--- config.mk ---
export PLATFORM = sky130hd
export DESIGN_NAME = nbc_bus_seq
export DESIGN_NICKNAME = d
export VERILOG_FILES = /design/src/rtl/nbc_pkg.sv /design/src/rtl/nbc_piece.sv /design/src/rtl/nbc_bus_seq.sv
export SDC_FILE = /design/constraint.sdc
export NUM_CORES = 1
export LEC_CHECK = 0
export BUFFER_PORTS_ARGS = -buffer_cell sky130_fd_sc_hd__buf_4
export CORE_MARGIN = 3
export CORE_UTILIZATION = 57
export DETAILED_ROUTE_END_ITERATION = 12
export PLACE_DENSITY = 0.86
export SLEW_MARGIN = 10
export SYNTH_ARGS = -nofsm -noshare
export SYNTH_HDL_FRONTEND = slang
export SYNTH_SLANG_ARGS = --single-unit
--- constraint.sdc ---
create_clock -name clk -period 10.9 [get_ports clk]
set_clock_uncertainty 0.1 [all_clocks]
set_input_delay 2.18 -clock clk [delete_from_list [all_inputs] [get_ports clk]]
set_output_delay 2.18 -clock clk [all_outputs]
set_load 0.02 [all_outputs]
--- src/rtl/nbc_pkg.sv ---
/*
  shared constants and types for the non-pipelined bus cycle sequencer:
  widths, cycle definition codes, special addresses, operand sizes, states.
  assumes nothing of its surroundings; compiled before every design file.
*/
package nbc_pkg;
  localparam int DATA_W = 16; // data lines width
  localparam int ADDR_W = 24; // byte address width
  localparam int WADDR_W = 23; // word address lines width
  localparam int OPER_W = 32; // widest operand
  localparam int BYTE_W = 8; // one byte lane
  localparam int CNT_W = 3; // byte counts up to four

  // phase of the double-rate clock inside one bus state
  localparam logic PH_ONE = 1'b0;
  localparam logic PH_TWO = 1'b1;

  // cycle definition codes as {memory/io, data/control, write/read}
  localparam logic [2:0] DEF_INTA = 3'h0;
  localparam logic [2:0] DEF_IO_RD = 3'h2;
  localparam logic [2:0] DEF_IO_WR = 3'h3;
  localparam logic [2:0] DEF_CODE_RD = 3'h4;
  localparam logic [2:0] DEF_HALT = 3'h5;
  localparam logic [2:0] DEF_MEM_RD = 3'h6;
  localparam logic [2:0] DEF_MEM_WR = 3'h7;

  // fixed word addresses of the halt and shutdown cycles
  localparam logic [WADDR_W-1:0] HALT_WADDR = 23'h000002;
  localparam logic [WADDR_W-1:0] SHUT_WADDR = 23'h000000;

  // operand byte counts and per-cycle byte takes
  localparam logic [CNT_W-1:0] BYTES_8 = 3'h1;
  localparam logic [CNT_W-1:0] BYTES_16 = 3'h2;
  localparam logic [CNT_W-1:0] BYTES_32 = 3'h4;
  localparam logic [1:0] TAKE_ONE = 2'h1;
  localparam logic [1:0] TAKE_TWO = 2'h2;

  // kinds of cycle the core may ask for
  typedef enum logic [2:0] {
    NBC_MEM_RD, NBC_MEM_WR, NBC_IO_RD, NBC_IO_WR,
    NBC_CODE_RD, NBC_INTA, NBC_HALT, NBC_SHUTDOWN
  } nbc_kind_t;

  // operand sizes
  typedef enum logic [1:0] {NBC_SZ8, NBC_SZ16, NBC_SZ32} nbc_size_t;

  // bus states: first, second (and wait), idle, hold acknowledge
  typedef enum logic [1:0] {NBC_IDLE, NBC_FIRST, NBC_SECOND, NBC_HOLD_ACK} nbc_state_t;
endpackage

--- src/rtl/nbc_piece.sv ---
/*
  splits an operand into one bus cycle worth of bytes: picks the byte
  lanes and how many bytes the next cycle moves.
  assumes the caller holds the current byte address and bytes left.
*/
`timescale 1ns/1ps
module nbc_piece (
  input wire logic addr_lsb,
  input wire logic [nbc_pkg::CNT_W-1:0] remaining,
  output logic low_en,
  output logic high_en,
  output logic [1:0] take
);
  import nbc_pkg::*;

  // odd address only reaches the high lane; even may take a whole word
  always_comb begin
    if (addr_lsb) begin
      low_en = 1'b0;
      high_en = 1'b1;
      take = TAKE_ONE;
    end else if (remaining >= BYTES_16) begin
      low_en = 1'b1;
      high_en = 1'b1;
      take = TAKE_TWO;
    end else begin
      low_en = 1'b1;
      high_en = 1'b0;
      take = TAKE_ONE;
    end
  end
endmodule

--- src/rtl/nbc_bus_seq.sv ---
/*
  non-pipelined bus cycle sequencer on the double-rate clock: takes
  operands from the core, runs first/second/idle/hold bus states on the
  pins and returns read data.
  assumes pins are joined to tri-state pads by the enables given here and
  that the core holds a request steady until req_ready.
*/
`timescale 1ns/1ps
module nbc_bus_seq (
  input wire logic clk,
  input wire logic sys_rst,
  input wire logic req_valid,
  input wire nbc_pkg::nbc_kind_t req_kind,
  input wire nbc_pkg::nbc_size_t req_size,
  input wire logic req_lock,
  input wire logic [nbc_pkg::ADDR_W-1:0] req_addr,
  input wire logic [nbc_pkg::OPER_W-1:0] req_wdata,
  output logic req_ready,
  output logic rsp_valid,
  output logic [nbc_pkg::OPER_W-1:0] rsp_rdata,
  output logic address_strobe_n,
  output logic [nbc_pkg::WADDR_W-1:0] word_address_lines,
  output logic high_byte_enable_n,
  output logic low_byte_enable_n,
  output logic mem_io_sel,
  output logic data_ctrl_sel,
  output logic write_read_sel,
  output logic lock_n,
  output logic cycle_def_oe_n,
  input wire logic [nbc_pkg::DATA_W-1:0] data_lines_in,
  output logic [nbc_pkg::DATA_W-1:0] data_lines_out,
  output logic data_lines_oe_n,
  input wire logic ready_n,
  input wire logic next_address_request_n,
  input wire logic hold_request,
  output logic bus_grant_acknowledge,
  output logic pipeline_handoff
);
  import nbc_pkg::*;

  // cycle definition code of a request kind
  function automatic logic [2:0] def_code(input nbc_kind_t k);
    case (k)
      NBC_MEM_RD: def_code = DEF_MEM_RD;
      NBC_MEM_WR: def_code = DEF_MEM_WR;
      NBC_IO_RD: def_code = DEF_IO_RD;
      NBC_IO_WR: def_code = DEF_IO_WR;
      NBC_CODE_RD: def_code = DEF_CODE_RD;
      NBC_INTA: def_code = DEF_INTA;
      default: def_code = DEF_HALT;
    endcase
  endfunction

  // bit offset of a byte count
  function automatic logic [5:0] byte_pos(input logic [CNT_W-1:0] n);
    byte_pos = {n, 3'h0};
  endfunction

  // pin synchronisers; first stage read only by the second
  logic rdy_s1_q, rdy_s2_q; // ready, active low
  logic nx_s1_q, nx_s2_q; // next-address, active low
  logic hold_s1_q, hold_s2_q; // hold request
  logic [DATA_W-1:0] din_s1_q, din_s2_q; // read data, same latency as ready

  always_ff @(posedge clk or posedge sys_rst) begin
    if (sys_rst) begin
      rdy_s1_q <= 1'b1;
      rdy_s2_q <= 1'b1;
      nx_s1_q <= 1'b1;
      nx_s2_q <= 1'b1;
      hold_s1_q <= 1'b0;
      hold_s2_q <= 1'b0;
      din_s1_q <= 16'h0000;
      din_s2_q <= 16'h0000;
    end else begin
      rdy_s1_q <= ready_n;
      rdy_s2_q <= rdy_s1_q;
      nx_s1_q <= next_address_request_n;
      nx_s2_q <= nx_s1_q;
      hold_s1_q <= hold_request;
      hold_s2_q <= hold_s1_q;
      din_s1_q <= data_lines_in;
      din_s2_q <= din_s1_q;
    end
  end

  logic rdy_act, nx_act;
  assign rdy_act = ~rdy_s2_q;
  assign nx_act = ~nx_s2_q;

  // sequencer state
  nbc_state_t state_q, state_d;
  logic phase_q, phase_d; // which half of the bus state
  logic wait_q, wait_d; // current second state is a wait state
  logic stb_n_q, stb_n_d;
  logic [WADDR_W-1:0] waddr_q, waddr_d;
  logic hen_n_q, hen_n_d, len_n_q, len_n_d;
  logic [2:0] def_q, def_d; // {memory/io, data/control, write/read}
  logic lock_n_q, lock_n_d;
  logic def_oe_n_q, def_oe_n_d;
  logic [DATA_W-1:0] dout_q, dout_d;
  logic dout_oe_n_q, dout_oe_n_d;
  logic wr_hold_q, wr_hold_d; // write data still in hold phase
  logic grant_q, grant_d;
  logic rsp_valid_q, rsp_valid_d;
  logic [OPER_W-1:0] rsp_rdata_q, rsp_rdata_d;
  logic pipe_q, pipe_d;
  // operand being moved
  logic [ADDR_W-1:0] op_addr_q, op_addr_d;
  logic [CNT_W-1:0] op_rem_q, op_rem_d; // bytes not yet moved
  logic [CNT_W-1:0] op_done_q, op_done_d; // bytes already moved
  logic [OPER_W-1:0] wbuf_q, wbuf_d; // unsent write bytes, low first
  logic [OPER_W-1:0] rbuf_q, rbuf_d; // gathered read bytes
  logic [1:0] take_q, take_d; // bytes in the current cycle

  // next-piece source: continue current operand or take a new one
  logic [ADDR_W-1:0] nxt_addr, src_addr;
  logic [CNT_W-1:0] nxt_rem, src_rem, new_rem;
  logic use_cont, go_new, go_cont, is_wr, ack;
  logic pc_low, pc_high;
  logic [1:0] pc_take;
  logic [DATA_W-1:0] rd_bytes;
  logic [OPER_W-1:0] rd_merge;

  assign nxt_addr = op_addr_q + ADDR_W'(take_q);
  assign nxt_rem = op_rem_q - CNT_W'(take_q);
  assign use_cont = (state_q == NBC_SECOND) && (nxt_rem != '0);
  assign is_wr = def_q[0];

  // special cycles move one byte; halt and shutdown at a fixed word address
  always_comb begin
    new_rem = (req_size == NBC_SZ8) ? BYTES_8 : ((req_size == NBC_SZ16) ? BYTES_16 : BYTES_32);
    src_addr = req_addr;
    if (req_kind == NBC_HALT) begin
      src_addr = {HALT_WADDR, 1'b0};
      new_rem = BYTES_8;
    end else if (req_kind == NBC_SHUTDOWN) begin
      src_addr = {SHUT_WADDR, 1'b0};
      new_rem = BYTES_8;
    end else if (req_kind == NBC_INTA) begin
      new_rem = BYTES_8;
    end
    src_rem = new_rem;
    if (use_cont) begin
      src_addr = nxt_addr;
      src_rem = nxt_rem;
    end
  end

  nbc_piece u_piece (
    .addr_lsb(src_addr[0]),
    .remaining(src_rem),
    .low_en(pc_low),
    .high_en(pc_high),
    .take(pc_take)
  );

  // read bytes of this cycle, placed at the gathered position
  always_comb begin
    if (op_addr_q[0]) begin
      rd_bytes = {8'h00, din_s2_q[15:8]};
    end else if (take_q == TAKE_TWO) begin
      rd_bytes = din_s2_q;
    end else begin
      rd_bytes = {8'h00, din_s2_q[7:0]};
    end
    rd_merge = rbuf_q | ({16'h0000, rd_bytes} << byte_pos(op_done_q));
  end

  // next values of the whole sequencer; states change at phase-two ends
  always_comb begin
    state_d = state_q;
    phase_d = ~phase_q;
    wait_d = wait_q;
    stb_n_d = stb_n_q;
    waddr_d = waddr_q;
    hen_n_d = hen_n_q;
    len_n_d = len_n_q;
    def_d = def_q;
    lock_n_d = lock_n_q;
    def_oe_n_d = def_oe_n_q;
    dout_d = dout_q;
    dout_oe_n_d = dout_oe_n_q;
    wr_hold_d = 1'b0;
    grant_d = grant_q;
    rsp_valid_d = 1'b0;
    rsp_rdata_d = rsp_rdata_q;
    pipe_d = 1'b0;
    op_addr_d = op_addr_q;
    op_rem_d = op_rem_q;
    op_done_d = op_done_q;
    wbuf_d = wbuf_q;
    rbuf_d = rbuf_q;
    take_d = take_q;
    go_new = 1'b0;
    go_cont = 1'b0;
    ack = 1'b0;
    // write data released after its hold phase
    if (wr_hold_q) begin
      dout_oe_n_d = 1'b1;
    end
    case (state_q)
      NBC_IDLE: begin
        // no definition output changes here; only strobe stays off
        if (phase_q == PH_TWO) begin
          if (hold_s2_q) begin
            state_d = NBC_HOLD_ACK;
          end else if (req_valid) begin
            go_new = 1'b1;
          end
        end
      end
      NBC_FIRST: begin
        if (phase_q == PH_ONE && is_wr) begin
          // lanes: odd address puts its byte on the high lane
          dout_d = op_addr_q[0] ? {wbuf_q[7:0], 8'h00} : wbuf_q[15:0];
          dout_oe_n_d = 1'b0;
        end
        if (phase_q == PH_TWO) begin
          // ready is not looked at here
          state_d = NBC_SECOND;
          stb_n_d = 1'b1;
          wait_d = 1'b0;
        end
      end
      NBC_SECOND: begin
        if (phase_q == PH_ONE && wait_q && nx_act) begin
          pipe_d = 1'b1;
        end
        if (phase_q == PH_TWO) begin
          if (rdy_act) begin
            ack = 1'b1;
            op_addr_d = nxt_addr;
            op_rem_d = nxt_rem;
            op_done_d = op_done_q + CNT_W'(take_q);
            wbuf_d = wbuf_q >> byte_pos(CNT_W'(take_q));
            if (is_wr) begin
              wr_hold_d = 1'b1;
            end else begin
              rbuf_d = rd_merge;
            end
            if (nxt_rem != '0) begin
              go_cont = 1'b1;
            end else begin
              rsp_valid_d = 1'b1;
              rsp_rdata_d = is_wr ? rbuf_q : rd_merge;
              if (hold_s2_q) begin
                state_d = NBC_HOLD_ACK;
              end else if (req_valid) begin
                go_new = 1'b1;
              end else begin
                state_d = NBC_IDLE;
              end
            end
          end else begin
            wait_d = 1'b1;
          end
        end
      end
      NBC_HOLD_ACK: begin
        if (phase_q == PH_TWO && !hold_s2_q) begin
          state_d = NBC_IDLE;
        end
      end
      default: state_d = NBC_IDLE;
    endcase
    // hold: float definition only, address stays driven, raise grant
    if (state_d == NBC_HOLD_ACK && state_q != NBC_HOLD_ACK) begin
      def_oe_n_d = 1'b1;
      grant_d = 1'b1;
    end else if (state_d != NBC_HOLD_ACK) begin
      def_oe_n_d = 1'b0;
      grant_d = 1'b0;
    end
    // new operand latched at its first cycle
    if (go_new) begin
      op_addr_d = src_addr;
      op_rem_d = src_rem;
      op_done_d = '0;
      wbuf_d = req_wdata;
      rbuf_d = '0;
      def_d = def_code(req_kind);
      lock_n_d = ~(req_lock | (req_kind == NBC_INTA));
    end
    // every cycle: address, enables, definition and strobe together
    if (go_new || go_cont) begin
      state_d = NBC_FIRST;
      stb_n_d = 1'b0;
      waddr_d = src_addr[ADDR_W-1:1];
      hen_n_d = ~pc_high;
      len_n_d = ~pc_low;
      take_d = pc_take;
    end
  end

  // registers of the sequencer; reset aborts any cycle or hold
  always_ff @(posedge clk or posedge sys_rst) begin
    if (sys_rst) begin
      state_q <= NBC_IDLE;
      phase_q <= PH_ONE;
      wait_q <= 1'b0;
      stb_n_q <= 1'b1;
      waddr_q <= '0;
      hen_n_q <= 1'b1;
      len_n_q <= 1'b1;
      def_q <= DEF_INTA;
      lock_n_q <= 1'b1;
      def_oe_n_q <= 1'b0;
      dout_q <= 16'h0000;
      dout_oe_n_q <= 1'b1;
      wr_hold_q <= 1'b0;
      grant_q <= 1'b0;
      rsp_valid_q <= 1'b0;
      rsp_rdata_q <= '0;
      pipe_q <= 1'b0;
      op_addr_q <= '0;
      op_rem_q <= '0;
      op_done_q <= '0;
      wbuf_q <= '0;
      rbuf_q <= '0;
      take_q <= TAKE_ONE;
    end else begin
      state_q <= state_d;
      phase_q <= phase_d;
      wait_q <= wait_d;
      stb_n_q <= stb_n_d;
      waddr_q <= waddr_d;
      hen_n_q <= hen_n_d;
      len_n_q <= len_n_d;
      def_q <= def_d;
      lock_n_q <= lock_n_d;
      def_oe_n_q <= def_oe_n_d;
      dout_q <= dout_d;
      dout_oe_n_q <= dout_oe_n_d;
      wr_hold_q <= wr_hold_d;
      grant_q <= grant_d;
      rsp_valid_q <= rsp_valid_d;
      rsp_rdata_q <= rsp_rdata_d;
      pipe_q <= pipe_d;
      op_addr_q <= op_addr_d;
      op_rem_q <= op_rem_d;
      op_done_q <= op_done_d;
      wbuf_q <= wbuf_d;
      rbuf_q <= rbuf_d;
      take_q <= take_d;
    end
  end

  // outputs straight from flops; handshake ready is combinational
  assign req_ready = go_new;
  assign rsp_valid = rsp_valid_q;
  assign rsp_rdata = rsp_rdata_q;
  assign address_strobe_n = stb_n_q;
  assign word_address_lines = waddr_q;
  assign high_byte_enable_n = hen_n_q;
  assign low_byte_enable_n = len_n_q;
  assign {mem_io_sel, data_ctrl_sel, write_read_sel} = def_q;
  assign lock_n = lock_n_q;
  assign cycle_def_oe_n = def_oe_n_q;
  assign data_lines_out = dout_q;
  assign data_lines_oe_n = dout_oe_n_q;
  assign bus_grant_acknowledge = grant_q;
  assign pipeline_handoff = pipe_q;

  a_strobe_len: assert property (@(posedge clk) disable iff (sys_rst)
    $fell(address_strobe_n) |-> !address_strobe_n ##2 address_strobe_n)
    else $error("strobe not one bus state long");
  a_first_then_second: assert property (@(posedge clk) disable iff (sys_rst)
    (state_q == NBC_FIRST && phase_q == PH_TWO) |=> state_q == NBC_SECOND)
    else $error("first state not followed by second");
  a_wait_repeats: assert property (@(posedge clk) disable iff (sys_rst)
    (state_q == NBC_SECOND && phase_q == PH_TWO && !rdy_act) |=> state_q == NBC_SECOND)
    else $error("second state not repeated without ready");
  a_addr_stable_wait: assert property (@(posedge clk) disable iff (sys_rst)
    (state_q == NBC_SECOND && $past(state_q) == NBC_SECOND)
    |-> $stable(word_address_lines) && $stable(def_q) && $stable(lock_n))
    else $error("address changed in wait state");
  a_write_drive: assert property (@(posedge clk) disable iff (sys_rst)
    (state_q == NBC_FIRST && phase_q == PH_ONE && write_read_sel) |=> !data_lines_oe_n)
    else $error("write data not driven in phase two");
  a_read_float: assert property (@(posedge clk) disable iff (sys_rst)
    (state_q == NBC_SECOND && !write_read_sel && $past(state_q) == NBC_SECOND)
    |-> data_lines_oe_n)
    else $error("data driven during read");
  a_hold_float: assert property (@(posedge clk) disable iff (sys_rst)
    bus_grant_acknowledge |-> cycle_def_oe_n && state_q == NBC_HOLD_ACK)
    else $error("definition driven during hold");
  a_inta_locked: assert property (@(posedge clk) disable iff (sys_rst)
    (!address_strobe_n && {mem_io_sel, data_ctrl_sel, write_read_sel} == DEF_INTA)
    |-> !lock_n)
    else $error("acknowledge cycle not locked");
  a_state_even: assert property (@(posedge clk) disable iff (sys_rst)
    (state_q != $past(state_q)) |-> phase_q == PH_ONE)
    else $error("state changed mid bus state");
  a_resp_after_ack: assert property (@(posedge clk) disable iff (sys_rst)
    rsp_valid |-> $past(state_q) == NBC_SECOND && $past(rdy_act))
    else $error("response without acknowledge");
endmodule

==> results of run 1 <==
==> worst register-to-register path: cells and delay by family, from the launching register on <==
kind | cells | cell delay (ns)
simple gates | 2 | 0.99
buf+inv | 2 | 0.95
flops | 1 | 0.74
compound gates | 2 | 0.65
fa+ha+maj | 2 | 0.57
xor+xnor | 1 | 0.21
==> stage by stage <==
stage	setup slack [ns]	hold WS, ns
2_1_floorplan	2.587	0.2312
3_3_place_gp	4.832	0.2330
3_5_place_dp	4.795	0.2358
4_1_cts	4.776	0.2509
5_1_grt	4.675	0.2573
6_report	4.750	0.2496
==> synth_stat cells, drive strengths merged (5+ instances only) <==
| cell | n | share of area |
|---|---|---|
| dfrtp | 211 | 0.51 |
| nand2 | 138 | 0.051 |
| o21ai | 103 | 0.051 |
| a21oi | 102 | 0.050 |
| nor2 | 96 | 0.035 |
| clkbuf | 40 | 0.015 |
| buf | 35 | 0.018 |
| o31ai | 23 | 0.018 |
| nand2b | 22 | 0.013 |
| nor3 | 20 | 0.010 |
| mux2 | 19 | 0.021 |
| a221oi | 17 | 0.016 |
| inv | 16 | 0.0059 |
| nand3 | 16 | 0.0078 |
| and3 | 15 | 0.0091 |
| nor4 | 13 | 0.0091 |
| xor2 | 13 | 0.012 |
| a31oi | 12 | 0.0073 |
| a211oi | 10 | 0.0078 |
| a22o | 10 | 0.0085 |
| dfstp | 10 | 0.026 |
| mux2i | 10 | 0.0098 |
| nand4 | 9 | 0.0070 |
| nor3b | 8 | 0.0063 |
| and2 | 7 | 0.0043 |
| o21a | 7 | 0.0051 |
| o221ai | 7 | 0.0060 |
| a221o | 6 | 0.0059 |
| o211ai | 6 | 0.0049 |
| nor2b | 5 | 0.0030 |
==> logic make-up (layout without fill, tap and decap cells) <==
kind of cell | after synthesis | count (layout) | synth area share
AND/OR/NAND/NOR | 362 | 362 | 0.1676
AO/OA/AOI/OAI | 322 | 322 | 0.1964
flip-flops | 221 | 221 | 0.5404
buffers and inverters | 91 | 232 | 0.03892
multiplexers | 29 | 29 | 0.03062
XOR/XNOR | 17 | 17 | 0.01525
adder cells (fa/ha/maj) | 7 | 7 | 0.01074
==> power by group through the flow <==
stage / sequential [mW] / combinational [mW] / clock (mW)
3_5_place_dp: 1.37 / 1.44 / 0
5_1_grt: 1.40 / 1.59 / 0.764
2_1_floorplan: 1.42 / 0.908 / 0
4_1_cts: 1.36 / 1.45 / 0.728
6_report: 1.37 / 1.45 / 0.717
3_3_place_gp: 1.36 / 1.39 / 0
==> layout make-up <==
cell class / count / area (um2)
sequential: 221 / 5543
multi-input combinational: 737 / 4343
inverter: 16 / 67.56
fill: 1276 / 5228
clock buffer: 36 / 664.4
clock inverter: 2 / 13.76
tap: 225 / 281.5
timing repair buffer: 178 / 1336
==> registers in the layout, indices dropped and copies added (netlist names), 3 cells and up <==
signal,cells
data_lines_out,16
def_q,3
din_s1_q,16
din_s2_q,16
op_addr_q,24
op_done_q,3
op_rem_q,3
rbuf_q,32
rsp_rdata,32
wbuf_q,32
word_address_lines,23
==> routing by layer <==
layer | global-route usage | share of wire | vias to the layer above
li1 | - | - | 3994
met1 | 0.3618 | 0.42 | 4123
met2 | 0.4057 | 0.48 | 367
met3 | 0.04404 | 0.079 | 49
met4 | 0.08159 | 0.023 | 0
met5 | 0 | 0 | -
==> cells in the final DEF (no fill, tap or decap), types with 13 or more instances in the layout <==
cell type | synthesis | layout
buf_4 | 4 | 178
mux2_2 | 19 | 19
nor2_1 | 95 | 95
clkbuf_16 | 0 | 23
inv_1 | 14 | 13
and3_1 | 15 | 15
a21oi_1 | 102 | 101
dfrtp_1 | 211 | 211
nor3_1 | 19 | 19
a221oi_1 | 16 | 16
nand2_1 | 137 | 137
o21ai_0 | 99 | 99
nand3_1 | 16 | 15
nand2b_1 | 22 | 22
o31ai_1 | 22 | 21
==> how the worst min path moves through the flow <==
| stage | from | end | slack (ns) | cells past startpoint |
|---|---|---|---|---|
| finish | hold_s1_q$_DFF_PP0_ | hold_s2_q$_DFF_PP0_ | 0.25 | 0 |
| global route | din_s1_q[15]$_DFF_PP0_ | din_s2_q[15]$_DFF_PP0_ | 0.26 | 0 |
| CTS | hold_s1_q$_DFF_PP0_ | hold_s2_q$_DFF_PP0_ | 0.25 | 0 |
| detailed placement | din_s1_q[1]$_DFF_PP0_ | din_s2_q[1]$_DFF_PP0_ | 0.24 | 0 |
| global placement | din_s1_q[8]$_DFF_PP0_ | din_s2_q[8]$_DFF_PP0_ | 0.23 | 0 |
| floorplan | din_s1_q[0]$_DFF_PP0_ | din_s2_q[0]$_DFF_PP0_ | 0.23 | 0 |
==> impl_metrics.yaml, run 1 <==
setup_path:
  cp.required_ns: 8.62
  slowest_stage: "nand2_2"
  ff2ff_path_depth: 9
  crit_path_end_kind: "output port"
  reg2reg_from: "take_q[0]$_DFFE_PP1P_"
  crit_start: "req_valid"
  worstSetupEndpoint: "req_ready"
  worstSetupStartpointType: "input pin"
  worstReg2RegEnd: "op_rem_q[1]$_DFFE_PP0P_"
  critPathArrivalTime_ns: 3.87
  cp_max_fo: 43
  cp_common_cell: "buf_4"
  cp_cell_sequence: "buf_4 > nand2b_1 > nor2_2 > nand2_2 > inv_2 > buf_4"
  r2r_setup_slack_ns: 6.61
  crit_buf_inv: 3
  cpLargestDelayFamily: "simple AND/OR/NAND/NOR gates"
  cp_slowest_stage_delay_ns: 0.62
  crit_type: "input pin to output port"
  crit_cells: 6
timing:
  finalSetupViolCount: 0
  relSlewSlack: 0.2583
  fmax_mhz: 162.6
  min_period_ns: 6.150
  setup_tns_ns: 0
  worstMarginPinSlew_ns: 1.110
  rsz0062_at_grt: "false"
  drv_slew: 0
  min_period_over_period: 0.5642
  hold_viol: 0
pwr:
  p_per_area_nw_per_um2: 288.9
  sequentialPowerShare: 0.387
  combPwrFrac: 0.411
  switching_share: 0.4073
  p_total_mw: 3.539
  leakage_nw: 5.584
  clkPwrFrac: 0.203
  intPower_mw: 2.098
  p_switching_mw: 1.442
  vdd_drop_max_mv: 0.1414
grt:
  overflow: 0
  antenna_found_initial: 0
  grt_max_degree: 146
  grt_pass1_vias: 8284
  grtUsageTotal: 0.2553
  grt_pass1_wl_mm: 41.56
synthesis:
  syn_nets: 1140
  ys_ff_latch: 221
  synth_warnings: 0
  netlist_area_um2: 10260
  async_reset_ff_frac: 1.000
  synth_top_flop_cell: "dfrtp_1"
  syn_area_per_cell_um2: 9.777
  synth_cells: 1049
  synth_edf_count: 0
  ys_seq_area_frac: 0.5404
  synth_cell_types: 73
route:
  dr.pass1.iters: 5
  vias: 8533
  drtAntennaViolNets: 0
  wl_per_cell_um: 18.19
  drc: 0
  dr.first_iter.drc_count: 687
  wl_mm: 25.74
  avgViaCountPerCell: 6.030
place:
  place_area_um2: 11570
  portBuffers: 167
  gp_congestion: 0.8562
  dp_hpwl_mm: 17.12
  dp_cells: 1377
final_layout:
  diodes: 0
  stdcell_area_um2: 12250
  drive_above_1_share: 0.2168
  utilization: 0.7009
  areaGrowthSynthToFinish_pct: 19.43
  fin_nets: 1268
  fin_cells: 1415
status:
  status: "completed"
clock_tree:
  clock_latency_ns: 0.51
  cts_setup_buffers: 0
  cts_root_buf: "clkbuf_16"
  tritoncts: "done"
  clockBufferDepth: 3
  cts_htree_levels: 1
  numCtsBuffers: 23
  cts_resized: 0
  cts_hold_buf: 0
  cts.sinks: 221
  path_clk_slew_ns: 0.05
hold_path:
  hp-class: "flip-flop to flip-flop"
floorplanning:
  start_util: 0.5868
  rows: 48
  io_pins: 168
  fp.dieW_um: 140.1
  die_y_um: 140.1
  dieArea_um2: 19640
  coreArea_um2: 17480
run:
  max-cap-violations: 0
No activity file was read; power rests on OpenSTA's default activity.
==> inputs of run 2 (changes only) <==
--- a/config.mk
+++ b/config.mk
@@ -7,9 +7,9 @@
 export LEC_CHECK = 0
 export BUFFER_PORTS_ARGS = -buffer_cell sky130_fd_sc_hd__buf_4
 export CORE_MARGIN = 3
-export CORE_UTILIZATION = 57
+export CORE_UTILIZATION = 51
 export DETAILED_ROUTE_END_ITERATION = 12
-export PLACE_DENSITY = 0.86
+export PLACE_DENSITY = 0.82
 export SLEW_MARGIN = 10
 export SYNTH_ARGS = -nofsm -noshare
 export SYNTH_HDL_FRONTEND = slang
==> constraint.sdc (replaced) <==
create_clock -name clk -period 5.15 [get_ports clk]
set_clock_uncertainty 0.1 [all_clocks]
set_input_delay 1.03 -clock clk [delete_from_list [all_inputs] [get_ports clk]]
set_output_delay 1.03 -clock clk [all_outputs]
set_load 0.02 [all_outputs]
==> impl_metrics.yaml, run 2 (same netlist as run 1, synthesis figures left out) <==
final_layout:
  multi_input_area_um2: 4352
  fillCellCount: 1543
  final_common_cell: "dfrtp_1"
  areaGrowthSynthToFinish_pct: 22.18
  diodes: 0
  drive_above_1_share: 0.2279
  final_cell_mix: "211 x dfrtp_1, 181 x buf_4, 137 x nand2_1"
  fin_nets: 1272
  seqCellArea_um2: 5543
  fin_cells: 1463
hold_path:
  hold_depth: 0
  min_to: "hold_s2_q$_DFF_PP0_"
  hold_start: "hold_s1_q$_DFF_PP0_"
  hp-class: "flip-flop to flip-flop"
status:
  status: "completed"
setup_path:
  critPathArrivalTime_ns: 2.93
  r2r_setup_slack_ns: 1.52
  crit_path_end_kind: "output port"
  cp_slowest_stage_delay_ns: 0.68
  reg2reg_from: "op_addr_q[0]$_DFFE_PP0P_"
  cp_max_fo: 15
  ff2ff_path_depth: 8
  worstReg2RegEnd: "word_address_lines[21]$_DFFE_PP0P_"
  slowest_stage: "fa_1"
  worstSetupStartpointType: "flip-flop"
  cp_cell_sequence: "fa_1 > nand2_1 > o31ai_4 > nand2_2 > inv_2 > buf_4"
  cp.required_ns: 4.02
  crit_type: "flip-flop to output port"
route:
  dr.first_iter.drc_count: 764
  drc: 0
  dr.pass1.iters: 5
  wl_per_cell_um: 18.14
  vias: 8554
  avgViaCountPerCell: 5.847
  drtAntennaViolNets: 0
  wl_mm: 26.55
clock_tree:
  path_clk_slew_ns: 0.06
  clockBufferDepth: 3
  cts_root_buf: "clkbuf_16"
  cts_setup_buffers: 0
  cts.sinks: 221
  cts_htree_levels: 1
  cts_resized: 0
  cts_hold_buf: 0
  clock_latency_ns: 0.51
  tritoncts: "done"
  numCtsBuffers: 23
timing:
  setup_tns_ns: 0
  fmax_mhz: 246.3
  drv_slew: 0
  min_period_ns: 4.060
  finalSetupViolCount: 0
  worstMarginPinSlew_ns: 1.239
  hold_viol: 0
  min_period_over_period: 0.7884
  rsz0062_at_grt: "false"
  relSlewSlack: 0.1738
place:
  dp_cells: 1421
  portBuffers: 167
  dp_hpwl_mm: 17.49
  gp_congestion: 0.8805
floorplanning:
  fp.dieW_um: 147.8
  io_pins: 168
  die_y_um: 147.8
  coreArea_um2: 19590
  dieArea_um2: 21850
  start_util: 0.5235
  rows: 51
grt:
  grtUsageTotal: 0.2378
  overflow: 0
  grt_max_degree: 85
  grt_pass1_vias: 8272
  antenna_found_initial: 0
  grt_pass1_wl_mm: 42.74
pwr:
  p_per_area_nw_per_um2: 626.6
  vdd_drop_max_mv: 0.3456
  leakage_nw: 5.693
run:
  max-cap-violations: 0
## run 2: changes by cell type in the layout (fill, tap and decap cells not counted)
| cell | change |
|---|---|
| buf_12 | +1 |
| buf_4 | +3 |
| bufinv_16 | +5 |
| clkbuf_1 | -7 |
| clkbuf_8 | +2 |
| clkinv_2 | +1 |
| clkinv_4 | +1 |
| clkinvlp_4 | +2 |
| o31ai_2 | -1 |
| o31ai_4 | +1 |
## run 2: routing by layer
metal / up-vias / GRT usage / part of all wire
li1: 3993 / - / -
met1: 4172 / 0.3378 / 0.43
met2: 334 / 0.3794 / 0.47
met3: 55 / 0.04292 / 0.074
met4: 0 / 0.06836 / 0.025
met5: - / 0 / 0
## run 2: final cells by class
| class | instances | share of cell area |
|---|---|---|
| multi-input combinational | 737 | 0.3473 |
| tap | 265 | 0.02646 |
| sequential | 221 | 0.4423 |
| timing repair buffer | 182 | 0.1100 |
| inverter | 16 | 0.005092 |
| clock buffer | 31 | 0.05312 |
| clock inverter | 11 | 0.01568 |
## run 2: power by group
part | internal (mW) | switching [mW]
Sequential | 2.34 | 0.591
Clock | 1.16 | 0.698
Combinational | 1.22 | 1.83
## run 2: stage by stage
stage          utilization  worst slack [ns]  power [mW]  hold slack (ns)  cell area (um2)
6_report            0.6397             1.090       7.852           0.2458            12530
3_3_place_gp        0.5956             1.682       5.851           0.2323            11670
4_1_cts             0.6397             1.085       7.860           0.2484            12530
5_1_grt             0.6397            0.9189       8.354           0.2522            12530
3_5_place_dp        0.5956             1.568       5.962           0.2371            11670
2_1_floorplan            -             1.146       4.922           0.2312            10260
## run 2: worst max-delay path: cells and delay by family, from the launching register on
| kind | cells | cell delay (ns) |
|---|---|---|
| adder cells (fa/ha/maj) | 1 | 0.68 |
| flip-flops | 1 | 0.61 |
| AO/OA/AOI/OAI | 1 | 0.53 |
| AND/OR/NAND/NOR | 2 | 0.35 |
| buffers and inverters | 2 | 0.24 |
## run 2: how the worst max path moves through the flow
stage	start	cells past startpoint	slack, ns	end
2_1_floorplan	sys_rst	1	1.15	bus_grant_acknowledge$_DFFE_PP0P_
5_1_grt	take_q[0]$_DFFE_PP1P_	7	0.92	req_ready
3_3_place_gp	op_addr_q[0]$_DFFE_PP0P_	8	1.68	word_address_lines[21]$_DFFE_PP0P_
6_report	take_q[1]$_DFFE_PP0P_	6	1.09	req_ready
4_1_cts	take_q[0]$_DFFE_PP1P_	7	1.08	req_ready
3_5_place_dp	op_addr_q[0]$_DFFE_PP0P_	8	1.57	word_address_lines[21]$_DFFE_PP0P_
